[src/rtl/jtx_defs.vh]
// Constants for the serial converter output transport and link block.
`ifndef JTX_DEFS_VH
`define JTX_DEFS_VH
// ============================================================
// Register word addresses (bus address bits 7:2)
`define JTX_ADR_CTRL 6'h00
`define JTX_ADR_FORMAT 6'h01
`define JTX_ADR_TEST 6'h02
`define JTX_ADR_STATUS 6'h03
// ============================================================
// Control register fields
`define JTX_CTRL_SCR 0
`define JTX_CTRL_SEQ_DIS 1
`define JTX_CTRL_FRAME_AL 2
`define JTX_CTRL_LANE_AL 3
`define JTX_CTRL_SYNC_REQ 4
`define JTX_CTRL_REL_HI 6
`define JTX_CTRL_REL_LO 5
`define JTX_CTRL_RESET 32'h0000000C
// ============================================================
// Format register fields
`define JTX_FMT_CPL_HI 1
`define JTX_FMT_CPL_LO 0
`define JTX_FMT_RES_HI 3
`define JTX_FMT_RES_LO 2
`define JTX_FMT_PD_HI 15
`define JTX_FMT_PD_LO 8
`define JTX_FMT_K_HI 20
`define JTX_FMT_K_LO 16
`define JTX_FMT_RESET 32'h00070006
// ============================================================
// Test register fields and modes
`define JTX_TST_MODE_HI 1
`define JTX_TST_MODE_LO 0
`define JTX_TST_VAL_HI 31
`define JTX_TST_VAL_LO 16
`define JTX_TST_RESET 32'h00000000
`define JTX_TST_OFF 2'h0
`define JTX_TST_CONST 2'h1
`define JTX_TST_RAMP 2'h2
// ============================================================
// Link states and characters
`define JTX_ST_CGS 2'h0
`define JTX_ST_ILA 2'h1
`define JTX_ST_DATA 2'h2
`define JTX_K28_0 8'h1C
`define JTX_K28_3 8'h7C
`define JTX_K28_4 8'h9C
`define JTX_K28_5 8'hBC
`define JTX_K28_7 8'hFC
`define JTX_SYNC_MIN 3'h4
`define JTX_ILA_LAST_MF 2'h3
`endif

[src/rtl/jtx_link_tx.v]
// Transmit transport and link layer for one serial lane.
//
// Operation
// - Eight converters: two octets each, left-justified, sixteen octets.
// - Four converters use eight octets; two use four.
// - Tail bits are driven zero for converter samples; test patterns are sent unmasked.
// - Powered-down converter slot carries all zeros.
// - Exactly one sample per converter per frame.
// - Selected test pattern replaces converter sample data.
// - Standard scrambler runs only when enabled.
// - Scrambler bypassed during sync and alignment sequence.
// - Octets 8b/10b encoded, most significant bit first.
// - Sync state sends repeated K28.5 characters.
// - Sync entered on a low pulse of four clocks or more, or on software request.
// - Software sync request also forces K28.5 stream.
// - Alignment sequence follows sync unless disabled.
// - Leave sync on multiframe boundary after release.
// - Release delay postpones start by 0-3 boundaries.
// - No alignment insertion means no character replacement.
// - Unscrambled repeated multiframe end becomes K28.3.
// - Unscrambled repeated frame end becomes K28.7 unless the previous frame ended in a control character.
// - Scrambled multiframe end D28.3 becomes K28.3.
// - Scrambled frame end D28.7 becomes K28.7.
// - Both insertions apply together per scrambling mode.
`timescale 1ns/1ns
`include "jtx_defs.vh"
module jtx_link_tx #(
    parameter NUM_CONV = 8,
    parameter SAMPLE_W = 16
) (
    input wire clk_in,
    input wire rst_n_in,
    input wire wb_cyc_in,
    input wire wb_stb_in,
    input wire wb_we_in,
    input wire [7:0] wb_adr_in,
    input wire [3:0] wb_sel_in,
    input wire [31:0] wb_dat_in,
    output reg [31:0] wb_dat_out,
    output reg wb_ack_out,
    input wire [NUM_CONV*SAMPLE_W-1:0] sample_data_in,
    input wire sync_n_in,
    output reg [9:0] lane_code_out,
    output reg frame_take_out,
    output reg [1:0] link_state_out
);
    localparam FW = NUM_CONV * SAMPLE_W;

    // ============================================================
    // Helper functions
    function [31:0] jtx_merge;
        input [31:0] old_v;
        input [31:0] new_v;
        input [3:0] sel;
        integer b;
        begin
            jtx_merge = old_v;
            for (b = 0; b < 4; b = b + 1) begin
                if (sel[b]) begin
                    jtx_merge[8*b +: 8] = new_v[8*b +: 8];
                end
            end
        end
    endfunction

    function [2:0] jtx_ones;
        input [5:0] v;
        integer b;
        begin
            jtx_ones = 3'h0;
            for (b = 0; b < 6; b = b + 1) begin
                jtx_ones = jtx_ones + {2'h0, v[b]};
            end
        end
    endfunction

    // Self-synchronous 1 + x^14 + x^15, MSB first; returns {state, octet}.
    function [22:0] jtx_scramble;
        input [7:0] d;
        input [14:0] s;
        integer b;
        reg [14:0] st;
        reg [7:0] o;
        begin
            st = s;
            o = 8'h00;
            for (b = 7; b >= 0; b = b - 1) begin
                o[b] = d[b] ^ st[13] ^ st[14];
                st = {st[13:0], o[b]};
            end
            jtx_scramble = {st, o};
        end
    endfunction

    // 8b/10b encoder; returns {new disparity, abcdei fghj}.
    function [10:0] jtx_encode;
        input [7:0] d;
        input k;
        input rd;
        reg [5:0] c6;
        reg [3:0] c4;
        reg rd6;
        reg a7;
        begin
            case (d[4:0])
            5'h00: c6 = 6'h27; 5'h01: c6 = 6'h1D; 5'h02: c6 = 6'h2D;
            5'h03: c6 = 6'h31; 5'h04: c6 = 6'h35; 5'h05: c6 = 6'h29;
            5'h06: c6 = 6'h19; 5'h07: c6 = 6'h38; 5'h08: c6 = 6'h39;
            5'h09: c6 = 6'h25; 5'h0A: c6 = 6'h15; 5'h0B: c6 = 6'h34;
            5'h0C: c6 = 6'h0D; 5'h0D: c6 = 6'h2C; 5'h0E: c6 = 6'h1C;
            5'h0F: c6 = 6'h17; 5'h10: c6 = 6'h1B; 5'h11: c6 = 6'h23;
            5'h12: c6 = 6'h13; 5'h13: c6 = 6'h32; 5'h14: c6 = 6'h0B;
            5'h15: c6 = 6'h2A; 5'h16: c6 = 6'h1A; 5'h17: c6 = 6'h3A;
            5'h18: c6 = 6'h33; 5'h19: c6 = 6'h26; 5'h1A: c6 = 6'h16;
            5'h1B: c6 = 6'h36; 5'h1C: c6 = 6'h0E; 5'h1D: c6 = 6'h2E;
            5'h1E: c6 = 6'h1E; default: c6 = 6'h2B;
            endcase
            if (k) begin
                c6 = 6'h0F;
            end
            if (rd && ((jtx_ones(c6) != 3'h3) || (c6 == 6'h38))) begin
                c6 = ~c6;
            end
            rd6 = (jtx_ones(c6) == 3'h3) ? rd : (jtx_ones(c6) > 3'h3);
            a7 = k || (!rd6 && (d[4:0] == 5'h11 || d[4:0] == 5'h12 ||
                 d[4:0] == 5'h14)) || (rd6 && (d[4:0] == 5'h0B ||
                 d[4:0] == 5'h0D || d[4:0] == 5'h0E));
            case (d[7:5])
            3'h0: c4 = 4'hB; 3'h1: c4 = 4'h9; 3'h2: c4 = 4'h5;
            3'h3: c4 = 4'hC; 3'h4: c4 = 4'hD; 3'h5: c4 = 4'hA;
            3'h6: c4 = 4'h6; default: c4 = a7 ? 4'h7 : 4'hE;
            endcase
            if (rd6 && ((jtx_ones({2'h0, c4}) != 3'h2) || (c4 == 4'hC))) begin
                c4 = ~c4;
            end
            if (k && !rd6 && jtx_ones({2'h0, c4}) == 3'h2 && c4 != 4'hC) begin
                c4 = ~c4;
            end
            jtx_encode = {(jtx_ones({2'h0, c4}) == 3'h2) ? rd6 :
                          (jtx_ones({2'h0, c4}) > 3'h2), c6, c4};
        end
    endfunction

    // ============================================================
    // Register file
    reg [31:0] ctrl_r;
    reg [31:0] format_r;
    reg [31:0] test_r;
    reg [1:0] state_r;
    wire wb_req = wb_cyc_in && wb_stb_in && !wb_ack_out;
    wire [5:0] wb_word = wb_adr_in[7:2];

    always @(posedge clk_in) begin
        if (!rst_n_in) begin
            ctrl_r <= `JTX_CTRL_RESET;
            format_r <= `JTX_FMT_RESET;
            test_r <= `JTX_TST_RESET;
            wb_ack_out <= 1'b0;
            wb_dat_out <= 32'h00000000;
        end else begin
            wb_ack_out <= wb_req;
            if (wb_req && wb_we_in) begin
                case (wb_word)
                `JTX_ADR_CTRL: begin
                    ctrl_r <= jtx_merge(ctrl_r, wb_dat_in, wb_sel_in) &
                              32'h0000007F;
                end
                `JTX_ADR_FORMAT: begin
                    format_r <= jtx_merge(format_r, wb_dat_in, wb_sel_in) &
                                32'h001FFF0F;
                end
                `JTX_ADR_TEST: begin
                    test_r <= jtx_merge(test_r, wb_dat_in, wb_sel_in) &
                              32'hFFFF0003;
                end
                default: begin
                end
                endcase
            end
            if (wb_req && !wb_we_in) begin
                case (wb_word)
                `JTX_ADR_CTRL: wb_dat_out <= ctrl_r;
                `JTX_ADR_FORMAT: wb_dat_out <= format_r;
                `JTX_ADR_TEST: wb_dat_out <= test_r;
                `JTX_ADR_STATUS: begin
                    wb_dat_out <= {29'h00000000, sync_n_in, state_r};
                end
                default: wb_dat_out <= 32'h00000000;
                endcase
            end
        end
    end

    wire scrambler_enable = ctrl_r[`JTX_CTRL_SCR];
    wire seq_dis = ctrl_r[`JTX_CTRL_SEQ_DIS];
    wire frame_al = ctrl_r[`JTX_CTRL_FRAME_AL];
    wire lane_al = ctrl_r[`JTX_CTRL_LANE_AL];
    wire sync_req = ctrl_r[`JTX_CTRL_SYNC_REQ];
    wire [1:0] rel_delay = ctrl_r[`JTX_CTRL_REL_HI:`JTX_CTRL_REL_LO];
    wire [1:0] cpl_code = format_r[`JTX_FMT_CPL_HI:`JTX_FMT_CPL_LO];
    wire [1:0] res_code = format_r[`JTX_FMT_RES_HI:`JTX_FMT_RES_LO];
    wire [7:0] pd_mask = format_r[`JTX_FMT_PD_HI:`JTX_FMT_PD_LO];
    wire [4:0] k_last = format_r[`JTX_FMT_K_HI:`JTX_FMT_K_LO];
    wire [1:0] tst_mode = test_r[`JTX_TST_MODE_HI:`JTX_TST_MODE_LO];
    wire [15:0] tst_val = test_r[`JTX_TST_VAL_HI:`JTX_TST_VAL_LO];

    // ============================================================
    // Transport layer: one frame is built per frame period
    reg [FW-1:0] frame_r;
    reg [15:0] ramp_r;
    wire [FW-1:0] build_w;
    // Resolution 10/12/14/16 moves the low sample bits to the top; the rest are tail zeros.
    wire [15:0] res_mask = 16'hFFFF << (6 - {res_code, 1'b0});
    genvar gi;
    generate
        for (gi = 0; gi < NUM_CONV; gi = gi + 1) begin : g_conv
            wire [15:0] raw = sample_data_in[FW-1-SAMPLE_W*gi -: SAMPLE_W];
            wire [15:0] just = (raw << (6 - {res_code, 1'b0})) & res_mask;
            wire [15:0] pick = (tst_mode == `JTX_TST_CONST) ? tst_val :
                               (tst_mode == `JTX_TST_RAMP) ? ramp_r :
                               just;
            assign build_w[FW-1-SAMPLE_W*gi -: SAMPLE_W] =
                pd_mask[gi] ? 16'h0000 : pick;
        end
    endgenerate

    reg [3:0] oct_r;
    reg [4:0] frm_r;
    reg [1:0] ila_mf_r;
    // Frame length is two octets per converter on the lane.
    wire [3:0] oct_last = (cpl_code == 2'h0) ? 4'h3 :
                          (cpl_code == 2'h1) ? 4'h7 : 4'hF;
    wire frame_end = (oct_r == oct_last);
    wire mf_end = frame_end && (frm_r == k_last);
    wire [7:0] data_oct = frame_r[FW-1-8*oct_r -: 8];

    always @(posedge clk_in) begin
        if (!rst_n_in) begin
            frame_r <= {FW{1'b0}};
            ramp_r <= 16'h0000;
            oct_r <= 4'h0;
            frm_r <= 5'h00;
            frame_take_out <= 1'b0;
        end else begin
            frame_take_out <= frame_end;
            oct_r <= frame_end ? 4'h0 : oct_r + 4'h1;
            if (frame_end) begin
                frm_r <= mf_end ? 5'h00 : frm_r + 5'h01;
                frame_r <= build_w;
                ramp_r <= ramp_r + 16'h0001;
            end
        end
    end

    // ============================================================
    // Link state machine
    reg [2:0] low_cnt_r;
    reg [1:0] edge_cnt_r;
    reg [1:0] state_nxt;
    wire sync_pulse = !sync_n_in && (low_cnt_r >= `JTX_SYNC_MIN - 3'h1);

    always @* begin
        state_nxt = state_r;
        case (state_r)
        `JTX_ST_CGS: begin
            if (sync_n_in && !sync_req && mf_end &&
                edge_cnt_r == rel_delay) begin
                state_nxt = seq_dis ? `JTX_ST_DATA : `JTX_ST_ILA;
            end
        end
        `JTX_ST_ILA: begin
            if (mf_end && ila_mf_r == `JTX_ILA_LAST_MF) begin
                state_nxt = `JTX_ST_DATA;
            end
        end
        `JTX_ST_DATA: state_nxt = `JTX_ST_DATA;
        default: state_nxt = `JTX_ST_CGS;
        endcase
        if (sync_pulse || sync_req) begin
            state_nxt = `JTX_ST_CGS;
        end
    end

    always @(posedge clk_in) begin
        if (!rst_n_in) begin
            state_r <= `JTX_ST_CGS;
            low_cnt_r <= 3'h0;
            edge_cnt_r <= 2'h0;
            ila_mf_r <= 2'h0;
            link_state_out <= `JTX_ST_CGS;
        end else begin
            state_r <= state_nxt;
            link_state_out <= state_nxt;
            if (sync_n_in) begin
                low_cnt_r <= 3'h0;
            end else if (low_cnt_r != `JTX_SYNC_MIN) begin
                low_cnt_r <= low_cnt_r + 3'h1;
            end
            if (state_r != `JTX_ST_CGS || !sync_n_in || sync_req) begin
                edge_cnt_r <= 2'h0;
            end else if (mf_end && edge_cnt_r != rel_delay) begin
                edge_cnt_r <= edge_cnt_r + 2'h1;
            end
            if (state_r != `JTX_ST_ILA) begin
                ila_mf_r <= 2'h0;
            end else if (mf_end) begin
                ila_mf_r <= ila_mf_r + 2'h1;
            end
        end
    end

    // ============================================================
    // Scrambling, alignment characters and encoding
    reg [14:0] scr_r;
    reg rd_r;
    reg [7:0] prev_frame_r;
    reg [7:0] prev_mf_r;
    reg prev_align_r;
    reg [7:0] out_oct;
    reg out_k;
    reg lane_hit;
    reg frame_hit;
    wire [22:0] scr_w = jtx_scramble(data_oct, scr_r);
    wire [7:0] link_oct = scrambler_enable ? scr_w[7:0] : data_oct;
    wire [10:0] enc_w = jtx_encode(out_oct, out_k, rd_r);

    always @* begin
        out_oct = link_oct;
        out_k = 1'b0;
        lane_hit = 1'b0;
        frame_hit = 1'b0;
        if (scrambler_enable) begin
            lane_hit = lane_al && mf_end && link_oct == `JTX_K28_3;
            frame_hit = frame_al && frame_end &&
                        link_oct == `JTX_K28_7;
        end else begin
            lane_hit = lane_al && mf_end && data_oct == prev_mf_r;
            frame_hit = frame_al && frame_end && !prev_align_r &&
                        data_oct == prev_frame_r;
        end
        if (lane_hit) begin
            out_k = 1'b1;
            out_oct = `JTX_K28_3;
        end else if (frame_hit) begin
            out_k = 1'b1;
            out_oct = `JTX_K28_7;
        end
        if (state_r == `JTX_ST_CGS) begin
            out_k = 1'b1;
            out_oct = `JTX_K28_5;
        end else if (state_r == `JTX_ST_ILA) begin
            // Sequence payload is a plain octet ramp; no config fields.
            out_k = 1'b0;
            out_oct = {4'h0, oct_r};
            if (oct_r == 4'h0 && frm_r == 5'h00) begin
                out_k = 1'b1;
                out_oct = `JTX_K28_0;
            end else if (oct_r == 4'h1 && frm_r == 5'h00 &&
                         ila_mf_r == 2'h1) begin
                out_k = 1'b1;
                out_oct = `JTX_K28_4;
            end else if (mf_end) begin
                out_k = 1'b1;
                out_oct = `JTX_K28_3;
            end
        end
    end

    always @(posedge clk_in) begin
        if (!rst_n_in) begin
            scr_r <= 15'h0000;
            rd_r <= 1'b0;
            prev_frame_r <= 8'h00;
            prev_mf_r <= 8'h00;
            prev_align_r <= 1'b0;
            lane_code_out <= 10'h000;
        end else begin
            // The scrambler state only advances on user data.
            if (state_r == `JTX_ST_DATA && scrambler_enable) begin
                scr_r <= scr_w[22:8];
            end
            rd_r <= enc_w[10];
            lane_code_out <= enc_w[9:0];
            if (frame_end) begin
                prev_frame_r <= data_oct;
                prev_align_r <= out_k;
            end
            if (mf_end) begin
                prev_mf_r <= data_oct;
            end
        end
    end
endmodule

[config.mk]
export PLATFORM = sky130hd
export DESIGN_NAME = jtx_link_tx
export DESIGN_NICKNAME = d
export VERILOG_FILES = /design/src/rtl/jtx_link_tx.v
export VERILOG_INCLUDE_DIRS = /design/src /design/src/rtl
export SDC_FILE = /design/constraint.sdc
export NUM_CORES = 1
export LEC_CHECK = 0
export BUFFER_PORTS_ARGS = -buffer_cell sky130_fd_sc_hd__clkbuf_2
export CAP_MARGIN = 5
export CORE_MARGIN = 5
export CORE_UTILIZATION = 40
export CTS_CLUSTER_DIAMETER = 40
export DETAILED_ROUTE_END_ITERATION = 7
export GPL_TIMING_DRIVEN = 0
export PLACE_DENSITY = 0.59
export SYNTH_ARGS = -nofsm -noshare
export SYNTH_HDL_FRONTEND = slang
export SYNTH_SLANG_ARGS = --single-unit
[constraint.sdc]
create_clock -name clk_in -period 12.4 [get_ports clk_in]
set_clock_uncertainty 0.15 [all_clocks]
set_input_delay 1.24 -clock clk_in [delete_from_list [all_inputs] [get_ports clk_in]]
set_output_delay 1.24 -clock clk_in [all_outputs]
set_load 0.01 [all_outputs]
Word level (Yosys, flattened, before mapping)
Memories as Yosys holds them, arrays and structs flattened.
Index checks and enable logic that the tools add are counted.
Widths: inputs -> output; s select.
{"block": "totals", "regBits": 281, "mem_bits_ro": 192, "input_bits": 178, "output_inout_bits": 46, "wordCells": 259, "mem_count": 1}
{"name": "(name not given)", "depth": 32, "word_bits": 6, "rd": 1, "rd_ports_with_merged_regs": 0, "write_ports": 0, "line": "jtx_link_tx.v:105", "rtl": "case (d[4:0])"}
{"block": "op_classes", "add_sub_neg": 27, "order_cmp": 3, "n_eq_ne": 43, "shift": 10, "muxes": 57, "n_bitwise": 28, "n_reduce_logical": 66}
{"cell": "$mux 16", "count": 24}
{"cell": "$shl 16x32->16", "count": 8}
{"cell": "$shiftx 135x33->8", "count": 1}
{"cell": "$and 16x16->16", "count": 8}
{"cell": "$pmux 32 s4", "count": 1}
{"cell": "$mux 8", "count": 7}
{"cell": "$shl 16x32->16 const A", "count": 1}
{"cell": "$logic_and 1x1->1", "count": 29}
{"cell": "$pmux 4 s7", "count": 1}
{"cell": "$add 3x1->3", "count": 9}
{"cell": "$reduce_and 3->1", "count": 7}
{"cell": "$mux 4", "count": 5}
{"cell": "$add 16x1->16 const B", "count": 1}
{"cell": "$eq 8x8->1", "count": 2}
{"cell": "$xor 1x1->1", "count": 16}
{"cell": "$add 2x1->3", "count": 5}
{"cell": "$eq 3x2->1 const B", "count": 5}
{"cell": "$eq 5x4->1 const B", "count": 3}
{"cell": "$eq 5x5->1 const B", "count": 3}
{"cell": "$eq 6x2->1 const B", "count": 2}
{"cell": "$mux 6", "count": 2}
{"cell": "$logic_or 1x1->1", "count": 11}
{"cell": "$mux 1", "count": 11}
{"cell": "$add 1x1->2", "count": 5}
{"cell": "other kinds (43)", "count": 67}

Logic depth before layout (Yosys ltp)
Gate-level depths: netlist (run 1).
An unclocked memory read counts as a cell.
{"block": "logic_depth", "ltp_word": 55, "depth_mapped": 70, "depth_no_buf": 64}

Worst setup path before layout (run 1)
No wires, ideal clock.
{"block": "synth_path", "path_kind": "reg2reg", "from": "register oct_r[0]", "to": "register rd_r", "setup_time_ps": 129, "t_arrival_ps": 13070, "required_ps": 12121, "setup_slack_ps": -949, "path_stages_with_launch": 67, "n_path_buf": 4, "synth_period_minus_slack_ps": 13349, "cell_sequence": "dfxtp_1 > buf_6 > buf_6 > mux4_2 > mux2i_2 > mux2i_2 > xor2_1 > a221oi_4 > nand4_2 > a2111o_1 > a31o_1 > buf_6 > and2_1 > inv_1 > ha_1 > mux2_2 > a21oi_1 > nor4_1 > [31 not listed] > nor4b_2 > nor3_1 > xnor2_1 > ha_1 > a311o_1 > ha_1 > nor2_1 > nand3_1 > or2_1 > a21oi_4 > mux2i_1 > ha_1 > ha_1 > ha_1 > nor2_1 > a21oi_1 > a31oi_1 > nor2_1"}
{"block": "synth_via", "elab_cells_between_ends": 123, "cone_classes": "add/sub (20); order compare (2); eq/ne (26); shift (1); mux (25); bitwise (19); reduce/logical (29); memory (1)"}
{"element": "from (decl)", "line": "jtx_link_tx.v:227", "rtl": "reg [3:0] oct_r;"}
{"element": "from (signal assigned)", "line": "jtx_link_tx.v:246", "rtl": "oct_r <= frame_end ? 4'h0 : oct_r + 4'h1;"}
{"element": "$sub 7x7->8", "line": "jtx_link_tx.v:235", "rtl": "wire [7:0] data_oct = frame_r[FW-1-8*oct_r -: 8];"}
{"element": "$shiftx 135x33->8", "line": "jtx_link_tx.v:235"}
{"element": "$xor 1x1->1 (2 in series)", "line": "jtx_link_tx.v:88", "rtl": "o[b] = d[b] ^ st[13] ^ st[14];"}
{"element": "$mux 8", "line": "jtx_link_tx.v:324", "rtl": "wire [7:0] link_oct = scrambler_enable ? scr_w[7:0] : data_oct;"}
{"element": "$eq 8x8->1 (no line)"}
{"element": "$logic_and 1x1->1 (no line)"}
{"element": "$mux 1", "line": "jtx_link_tx.v:332", "rtl": "if (scrambler_enable) begin"}
{"element": "$mux 8", "line": "jtx_link_tx.v:344", "rtl": "end else if (frame_hit) begin"}
{"element": "[14 not listed]"}
{"element": "named net enc_w[7]", "line": "jtx_link_tx.v:325", "rtl": "wire [10:0] enc_w = jtx_encode(out_oct, out_k, rd_r);"}
{"element": "[20 not listed]"}
{"element": "$add 3x1->3", "line": "jtx_link_tx.v:72", "rtl": "jtx_ones = jtx_ones + {2'h0, v[b]};"}
{"element": "$eq 3x2->1", "line": "jtx_link_tx.v:136", "rtl": "if (k && !rd6 && jtx_ones({2'h0, c4}) == 3'h2 && c4 != 4'hC) begin"}
{"element": "$logic_and 1x1->1 (2 in series)", "line": "jtx_link_tx.v:136"}
{"element": "$mux 4 (*)", "line": "jtx_link_tx.v:136"}
{"element": "named net enc_w[3]", "line": "jtx_link_tx.v:325"}
{"element": "$add 3x1->3 (*)", "line": "jtx_link_tx.v:72"}
{"element": "$gt 3x2->1 or $eq 3x2->1 (tied branches)", "line": "jtx_link_tx.v:140, jtx_link_tx.v:139"}
{"element": "$mux 1 (*)", "line": "jtx_link_tx.v:139", "rtl": "jtx_encode = {(jtx_ones({2'h0, c4}) == 3'h2) ? rd6 :"}
{"element": "to (signal assigned)", "line": "jtx_link_tx.v:382", "rtl": "rd_r <= enc_w[10];"}
{"element": "to (decl)", "line": "jtx_link_tx.v:315", "rtl": "reg rd_r;"}
The timed path passes the listed nets; every way through them passes the cells marked *.
A chain may end at the register's enable or synchronous reset.

Worst setup path after layout (run 1)
Same ends and word-level chain as after synthesis.

==> results.txt, run 1 <==
Overall Global Routing Usage: 29.4%
Final hold vios: 0
Register Area: 5610 um2
WP data arrival: 13.79 ns
Worst path buffer plus inverter count: 9
Unrepaired setup endpoints after global routing: yes
Required time of the critical path: 12.67 ns
Reg2reg setup slack: -1.12 ns
Post-Syn Nets: 2260
R2R Path End: rd_r$_SDFF_PN0_
Post-detailed-route DRC marker count: 0
Max Slew Vio Count: 0
Crit path max fanout: 8
P&R area growth vs syn: 26.8%
Max stage delay on crit path: 0.55 ns
Share of cells above drive strength 1: 25.2%
Pwr Total: 3.69 mW
Setup CP Type: flop to flop
Min cycle time layout: 13.52 ns
Synth Register Bits: 280
Number of nets in the layout: 2574
Die Area: 46900 um2
Port bufs: 217
Die height: 216 um
DP Area: 19000 um2
Hold path depth: 2
Post-synthesis compound-gate area fraction: 21.5%
Mean post-synth cell area: 8.37 um2
Gr ovfl total: 0
Pin count of the biggest net entering global routing: 13
Row cnt: 75
Total Wirelength: 72400 um
Post-Place Cells: 2795
CP top delay family: adder cells
Yosys cell types: 97
Worst setup path startpoint: oct_r[0]$_SDFF_PP0_
Clock latency on the worst-skew pair: 0.58 ns
Hold_sp: frame_r[40]$_SDFFE_PN0N_
GP Congestion: 0.990
Fmax: 74.0 MHz
Worst relative slew slack: 25.1%
Multi-input logic area: 11200 um2
Core Region: 42000 um2
Synth area leaders: dfxtp_1, mux2i_1, nand2_1
Cell area power density: 171 nW/um2
Routed vias: 17504
TritonCTS clock tree: yes
Post-synth EDFFs: 0
Antenna viol nets, final: 0
Synth Area in Adders: 3.42%
CP endpoint kind: flop
Yosys warnings: 0
Worst Hold Endpoint: frame_r[40]$_SDFFE_PN0N_
Crit share post-route: 109%
Clk buf depth: 3
Reg2Reg Launch Point: oct_r[0]$_SDFF_PP0_
Post-DP HPWL: 57600 um
Async SR Flop Fraction: 0%
Vias in the first global route: 17019
Final std cells w/o fill: 2930
Final setup margin: -1.12 ns
Initial antenna violation count: 0
Reg2Reg Depth: 62
Wire per inst: 24.7 um
CP max stage cell: fa_1
Post-Route Setup TNS: -2.49 ns
Post-synth top area share: 32.9%
Reg clk slew, reported paths: 0.05 ns
Outcome: finished with violations
Final Util: 51.4%
Max cap viols: 0
Combinational family with the most area after synthesis: compound AO/OA/AOI/OAI gates
Mapped Cells: 2039
Simple-gate area share of the yosys netlist: 17.5%
WHS: 0.293 ns
Register area share after synthesis: 32.9%
Initial Utilization: 40.6%
Die X: 216 um
Cell Area, Synth: 17100 um2
Top_reg_cell synth: dfxtp_1
Leak: 8.89 nW
Post-synthesis mux area share: 16.2%
HP Class: flop to flop
# IOs: 224
Iteration-0 DRC Markers: 1560
Vias/cell: 5.97
First-pass GRT wire length: 106000 um
Fillers: 4017
Root buffer cell: clkbuf_16
Detailed Routing Iterations Pass 1: 6
# H-tree levels: 2
Post-route cell area: 21600 um2
Startpoint types: flop
Synth area leader: dfxtp_1
Maximum VDD drop: 0.000260 V
CTS Sinks: 280
Failing checks: negative setup slack
Synth Area in XOR/XNOR: 3.54%
Setup violations, final: 5
Slew at the pin with the worst max-slew slack: 1.12 ns
Total CTS buffers: 46
Post-placement setup slack: -2.03 ns
==> worst reg2reg max path: cells and delay by family, from the launching register on <==
family | cells | cell delay [ns]
xor gates and xnor gates | 2 | 0.39
adders and majority gates | 18 | 5.54
buffers and inverters | 9 | 0.76
and+or+nand+nor | 12 | 1.86
DFF | 1 | 0.37
AOI/OAI and AO/OA | 15 | 2.92
muxes | 6 | 1.35
==> cells in the final DEF (no fill, tap or decap), types with 10 or more instances in the layout <==
cell type  instances
and2_1            14
a22o_1            37
clkbuf_1         115
xor2_1            40
buf_4             50
a22oi_1           22
a31oi_1           15
inv_1             32
nor2_1           186
dfxtp_1          278
clkbuf_2         219
o21ai_0          121
buf_1             10
mux2_2            64
nor3_1            22
a21oi_1          145
a211oi_1          25
ha_1              24
a22oi_2           10
nand3_1           38
and3_1            17
xnor2_1           23
o31ai_1           53
mux4_2            12
clkbuf_16         47
a221oi_1          21
nand2_1          289
buf_12            10
o22ai_1           11
mux2i_1          156
==> registers in the layout, indices dropped and copies added (netlist names), 2 cells and up <==
| register | cells |
|---|---|
| frame_r | 128 |
| wb_dat_out | 31 |
| test_r | 18 |
| format_r | 17 |
| ramp_r | 16 |
| scr_r | 15 |
| lane_code_out | 10 |
| prev_frame_r | 8 |
| prev_mf_r | 8 |
| ctrl_r | 7 |
| frm_r | 5 |
| oct_r | 4 |
| low_cnt_r | 3 |
| edge_cnt_r | 2 |
| ila_mf_r | 2 |
| state_r | 2 |
==> final cells by class <==
cell class / count / area share (%)
multi-input combinational: 1565 / 51.9
sequential: 280 / 25.9
timing repair buffer: 269 / 7.09
clock buffer: 55 / 5.72
buffer: 147 / 3.48
tap: 539 / 3.12
clock inverter: 30 / 1.91
inverter: 44 / 0.827
antenna: 1 / 0.0116
==> layer usage <==
layer	up-vias	share of wire [%]	global-route usage (%)
met5	-	0	0
met4	0	3.5	9.75
met3	159	6.9	4.37
met2	704	48	49.7
met1	8682	42	38.7
li1	7959	-	-
==> power breakdown <==
group	internal [mW]	switching (mW)	total [mW]
registers	0.919	0.00769	0.927
logic	0.680	0.717	1.40
clock network	0.873	0.498	1.37
==> cells by family (layout without fill, tap and decap cells) <==
| logic type | after synthesis | count (layout) |
|---|---|---|
| AND/OR/NAND/NOR | 665 | 665 |
| AO/OA/AOI/OAI | 538 | 538 |
| flip-flops | 280 | 280 |
| multiplexers | 250 | 250 |
| buffers and inverters | 194 | 545 |
| XOR/XNOR | 68 | 68 |
| adder cells (fa/ha/maj) | 43 | 43 |
| other | 1 | 2 |
==> Yosys cell counts, types with 4 or more instances <==
master,n
a22o_1,38
and2_1,17
o31ai_1,55
mux2_2,65
ha_1,37
nor3_1,24
buf_2,10
or3_1,10
buf_4,6
and3_1,17
nand3_1,39
a21oi_1,150
nand2_1,291
a211oi_1,25
xnor2_1,24
o21ai_0,122
nor4_1,5
inv_1,40
or2_2,10
o21ai_1,4
buf_1,11
mux4_2,12
mux2i_1,166
nand2b_1,8
nor2_1,193
a22oi_1,31
nand4_1,9
a41oi_1,4
a221oi_1,24
and2_4,4
or4_1,4
a31oi_1,15
fa_1,6
buf_6,7
xor2_1,43
dfxtp_1,280
clkbuf_1,112
a311oi_1,4
a21o_1,6
o22ai_1,13
nor3b_1,5
==> worst max path at each step <==
stage | endpoint | slack (ns) | depth (start not counted)
final | rd_r$_SDFF_PN0_ | -1.12 | 62
after global routing | rd_r$_SDFF_PN0_ | -1.75 | 62
after CTS | rd_r$_SDFF_PN0_ | -1.11 | 65
after detailed placement | rd_r$_SDFF_PN0_ | -2.03 | 64
after global placement | rd_r$_SDFF_PN0_ | -1.85 | 64
after floorplan | rd_r$_SDFF_PN0_ | -0.40 | 64
==> what timing repair did <==
item,CTS,global route
pin swaps,32,36
resized for setup,67,45
setup endpoints to repair,5,5
cloned,1,0
buffers inserted,34,18
hold buffers,0,0
Note: power is estimated with default switching activity, not from simulation.
==> inputs of run 2 (changes only) <==
ABC_AREA = 1   (was not set)
PLACE_DENSITY = 0.61   (was 0.59)
==> run 2 against run 1 <==
Compared with the run above:
- the flow now finishes without violations
- non-clock buffer count is 4 lower
- fmax rose by 12%
- cell area fell by 1.3%
- core utilization is 0.79 points lower
- count of clock-buffer cells in the layout is 7 lower
- setup slack better by 1.4 ns
- global-route usage grew 2.5 points
- largest power group is now clock
==> results.txt, run 2 <==
Die height: 217 um (was 216 um)
Synth area leader: dfxtp_1 (unchanged)
Psw: 0.922 mW (was 1.22 mW)
Synth area leaders: dfxtp_1, nand2_1, inv_1 (was dfxtp_1, mux2i_1, nand2_1)
Int Power: 2.05 mW (was 2.47 mW)
Post-Syn Nets: 2862 (was 2260)
Core Region: 42100 um2 (was 42000 um2)
Worst setup path endpoint: rd_r$_SDFF_PN0_ (unchanged)
Hold path depth: 2 (unchanged)
TritonCTS clock tree: yes (unchanged)
Async SR Flop Fraction: 0% (unchanged)
Port bufs: 219 (was 217)
Slew at the pin with the worst max-slew slack: 1.12 ns (about the same)
Max stage delay on crit path: 0.50 ns (was 0.55 ns)
Detailed Routing Iterations Pass 1: 5 (was 6)
Initial Utilization: 40.7% (was 40.6%)
Vias/cell: 5.60 (was 5.97)
Most frequent cells in the layout: nand2_1, inv_1, dfxtp_1 (was nand2_1, dfxtp_1, clkbuf_2)
Largest register by flop count: frame_r (unchanged)
# hold bufs at CTS: 0 (unchanged)
Cell Area, Synth: 17100 um2 (about the same)
Root buffer cell: clkbuf_16 (unchanged)
# IOs: 224 (unchanged)
Setup violations, final: 0 (was 5)
Total Wirelength: 78800 um (was 72400 um)
Clock latency on the worst-skew pair: 0.59 ns (was 0.58 ns)
Max cap viols: 0 (unchanged)
Routed vias: 19712 (was 17504)
CTS Sinks: 280 (unchanged)
Reg2Reg Depth: 76 (was 62)
Post-placement setup slack: -1.78 ns (was -2.03 ns)
Share of cells above drive strength 1: 17.1% (was 25.2%)
Die X: 217 um (was 216 um)
Count leader, synth: nand2_1 (unchanged)
Most frequent CP cell: nand2_1
Reg2Reg Launch Point: oct_r[0]$_SDFF_PP0_ (unchanged)
Antenna viol nets, final: 0 (unchanged)
Synth Register Bits: 280 (unchanged)
Flop pwr share: 31.0% (was 25.1%)
Wire per inst: 22.4 um (was 24.7 um)
Maximum VDD drop: 0.000142 V (was 0.000260 V)
Min cycle time layout: 12.11 ns (was 13.52 ns)
Reg2reg setup slack: 0.29 ns (was -1.12 ns)
Startpoint types: flop (unchanged)
Max Slew Vio Count: 0 (unchanged)
Post-DP HPWL: 62400 um (was 57600 um)
Post-synth top area share: 32.7% (was 32.9%)
Top_reg_cell synth: dfxtp_1 (unchanged)
P&R area growth vs syn: 24.5% (was 26.8%)
Setup CP Type: flop to flop (unchanged)
Fmax: 82.6 MHz (was 74.0 MHz)
Worst setup path startpoint: oct_r[0]$_SDFF_PP0_ (unchanged)
Gr ovfl total: 0 (unchanged)
Largest regs: frame_r (128), wb_dat_out (31), test_r (18) (unchanged)
Sw frac: 31.0% (was 33.1%)
HP Class: flop to flop (unchanged)
GP Congestion: 0.978 (was 0.990)
Final std cells w/o fill: 3522 (was 2930)
Iteration-0 DRC Markers: 1663 (was 1560)
Post-detailed-route DRC marker count: 0 (unchanged)
Clk buf depth: 3 (unchanged)
R2R Path End: rd_r$_SDFF_PN0_ (unchanged)
Required time of the critical path: 12.74 ns (was 12.67 ns)
Number of nets in the layout: 3169 (was 2574)
Unrepaired setup endpoints after global routing: yes (unchanged)
Leak: 9.98 nW (was 8.89 nW)
Row cnt: 75 (unchanged)
# H-tree levels: 2 (unchanged)
Cell area power density: 139 nW/um2 (was 171 nW/um2)
Pwr Total: 2.97 mW (was 3.69 mW)
Die Area: 47100 um2 (was 46900 um2)
Crit share post-route: 97.7% (was 109%)
Initial antenna violation count: 5 (was 0)
Total CTS buffers: 45 (was 46)
Register area share after synthesis: 32.7% (was 32.9%)
Overall Global Routing Usage: 31.9% (was 29.4%)
CP endpoint kind: flop (unchanged)
Reg clk slew, reported paths: 0.06 ns (was 0.05 ns)
WHS: 0.306 ns (was 0.293 ns)
Post-Place Cells: 3399 (was 2795)
Final setup margin: 0.289 ns (was -1.12 ns)
Most frequent cells after synthesis: nand2_1, inv_1, dfxtp_1 (was nand2_1, dfxtp_1, nor2_1)
Final hold vios: 0 (unchanged)
CP max stage cell: fa_1 (unchanged)
Commonest non-fill, non-tap cell in the layout: nand2_1 (unchanged)
First-pass GRT wire length: 115000 um (was 106000 um)
Post-synth EDFFs: 0 (unchanged)
Clock share of power: 45.4% (was 37.1%)
Yosys cell types: 56 (was 97)
Worst relative slew slack: 25.0% (was 25.1%)
Part of the power in combinational logic: 23.5% (was 37.8%)
Mean post-synth cell area: 6.49 um2 (was 8.37 um2)
Number of flip-flops under the largest register name: 128 (unchanged)
Pin count of the biggest net entering global routing: 14 (was 13)
Crit path max fanout: 10 (was 8)
Mapped Cells: 2641 (was 2039)
WP data arrival: 12.45 ns (was 13.79 ns)
Vias in the first global route: 19308 (was 17019)
Yosys warnings: 0 (unchanged)
Outcome: complete, no violations (was finished with violations)
run 2: cell types whose count changed after synthesis, moves of 99 or more:
cell and delta:
o22ai_1 +99, nand2_1 +385, o21ai_0 +123, inv_1 +340, mux2i_1 -135, nand3_1 +119
run 2: power by group through the flow:
stage	Sequential, mW	Clock (mW)	Combinational, mW
2_1_floorplan	0.944	0	0.332
3_3_place_gp	0.940	0	0.500
3_5_place_dp	0.941	0	0.518
4_1_cts	0.922	1.36	0.583
5_1_grt	0.923	1.40	0.767
6_report	0.922	1.35	0.699
run 2: worst max-delay path: cells and delay by family, from the launching register on:
family                     cells  cell delay [ns]
AOI/OAI and AO/OA              4             0.60
xor gates and xnor gates       2             0.25
adders and majority gates     18             5.22
buffers and inverters         14             1.33
DFF                            1             0.37
and+or+nand+nor               38             4.06
run 2: metal layers:
metal  track usage (%)  share of wire [%]
met1              42.8                 43
met2              49.8                 44
met3              7.34                9.0
met4              12.7                4.2
met5                 0              0.077
run 2: cell type report:
class,count,area [um2]
repair buffers,260,1480
plain buffers,152,754
well taps,539,674
clock buffers,48,1160
multi-input cells,1809,9700
flip-flops and latches,280,5610
diodes,1,2.50
inverters,400,1510
fillers,4305,20800
clock inverters,33,458
run 2: what timing repair did:
item,4_1_cts,5_1_grt
setup buffers,10,29
pin swaps,15,43
endpoints found under the setup margin,5,1
cloned,1,1
resized for setup,43,60
run 2: logic make-up (layout without fill, tap and decap cells):
logic type	Yosys count	after routing	share of synthesized area, %
muxes	31	31	1.81
buffers and inverters	552	893	12.7
adders and majority gates	43	43	3.40
other	1	2	0.0219
AOI/OAI and AO/OA	621	621	21.1
and+or+nand+nor	1091	1091	27.0
DFF	280	280	32.7
xor gates and xnor gates	22	22	1.17
run 2: worst min-delay path by stage:
| stage | start | to | slack, ns |
|---|---|---|---|
| 2_1_floorplan | scr_r[2]$_SDFFE_PN0P_ | scr_r[10]$_SDFFE_PN0P_ | 0.27 |
| 3_3_place_gp | ramp_r[15]$_SDFFE_PN0N_ | ramp_r[15]$_SDFFE_PN0N_ | 0.29 |
| 3_5_place_dp | scr_r[2]$_SDFFE_PN0P_ | scr_r[10]$_SDFFE_PN0P_ | 0.30 |
| 4_1_cts | scr_r[2]$_SDFFE_PN0P_ | scr_r[10]$_SDFFE_PN0P_ | 0.31 |
| 5_1_grt | scr_r[5]$_SDFFE_PN0P_ | scr_r[13]$_SDFFE_PN0P_ | 0.32 |
| 6_report | scr_r[2]$_SDFFE_PN0P_ | scr_r[10]$_SDFFE_PN0P_ | 0.31 |
run 2: through the flow:
stage / utilization [%] / cell area [um2] / TNS (ns)
2_1_floorplan: - / 17100 / 0
3_3_place_gp: 44.9 / 18900 / -1.40
3_5_place_dp: 44.9 / 18900 / -3.41
4_1_cts: 49.4 / 20800 / 0
5_1_grt: 50.7 / 21300 / -0.328
6_report: 50.7 / 21300 / 0
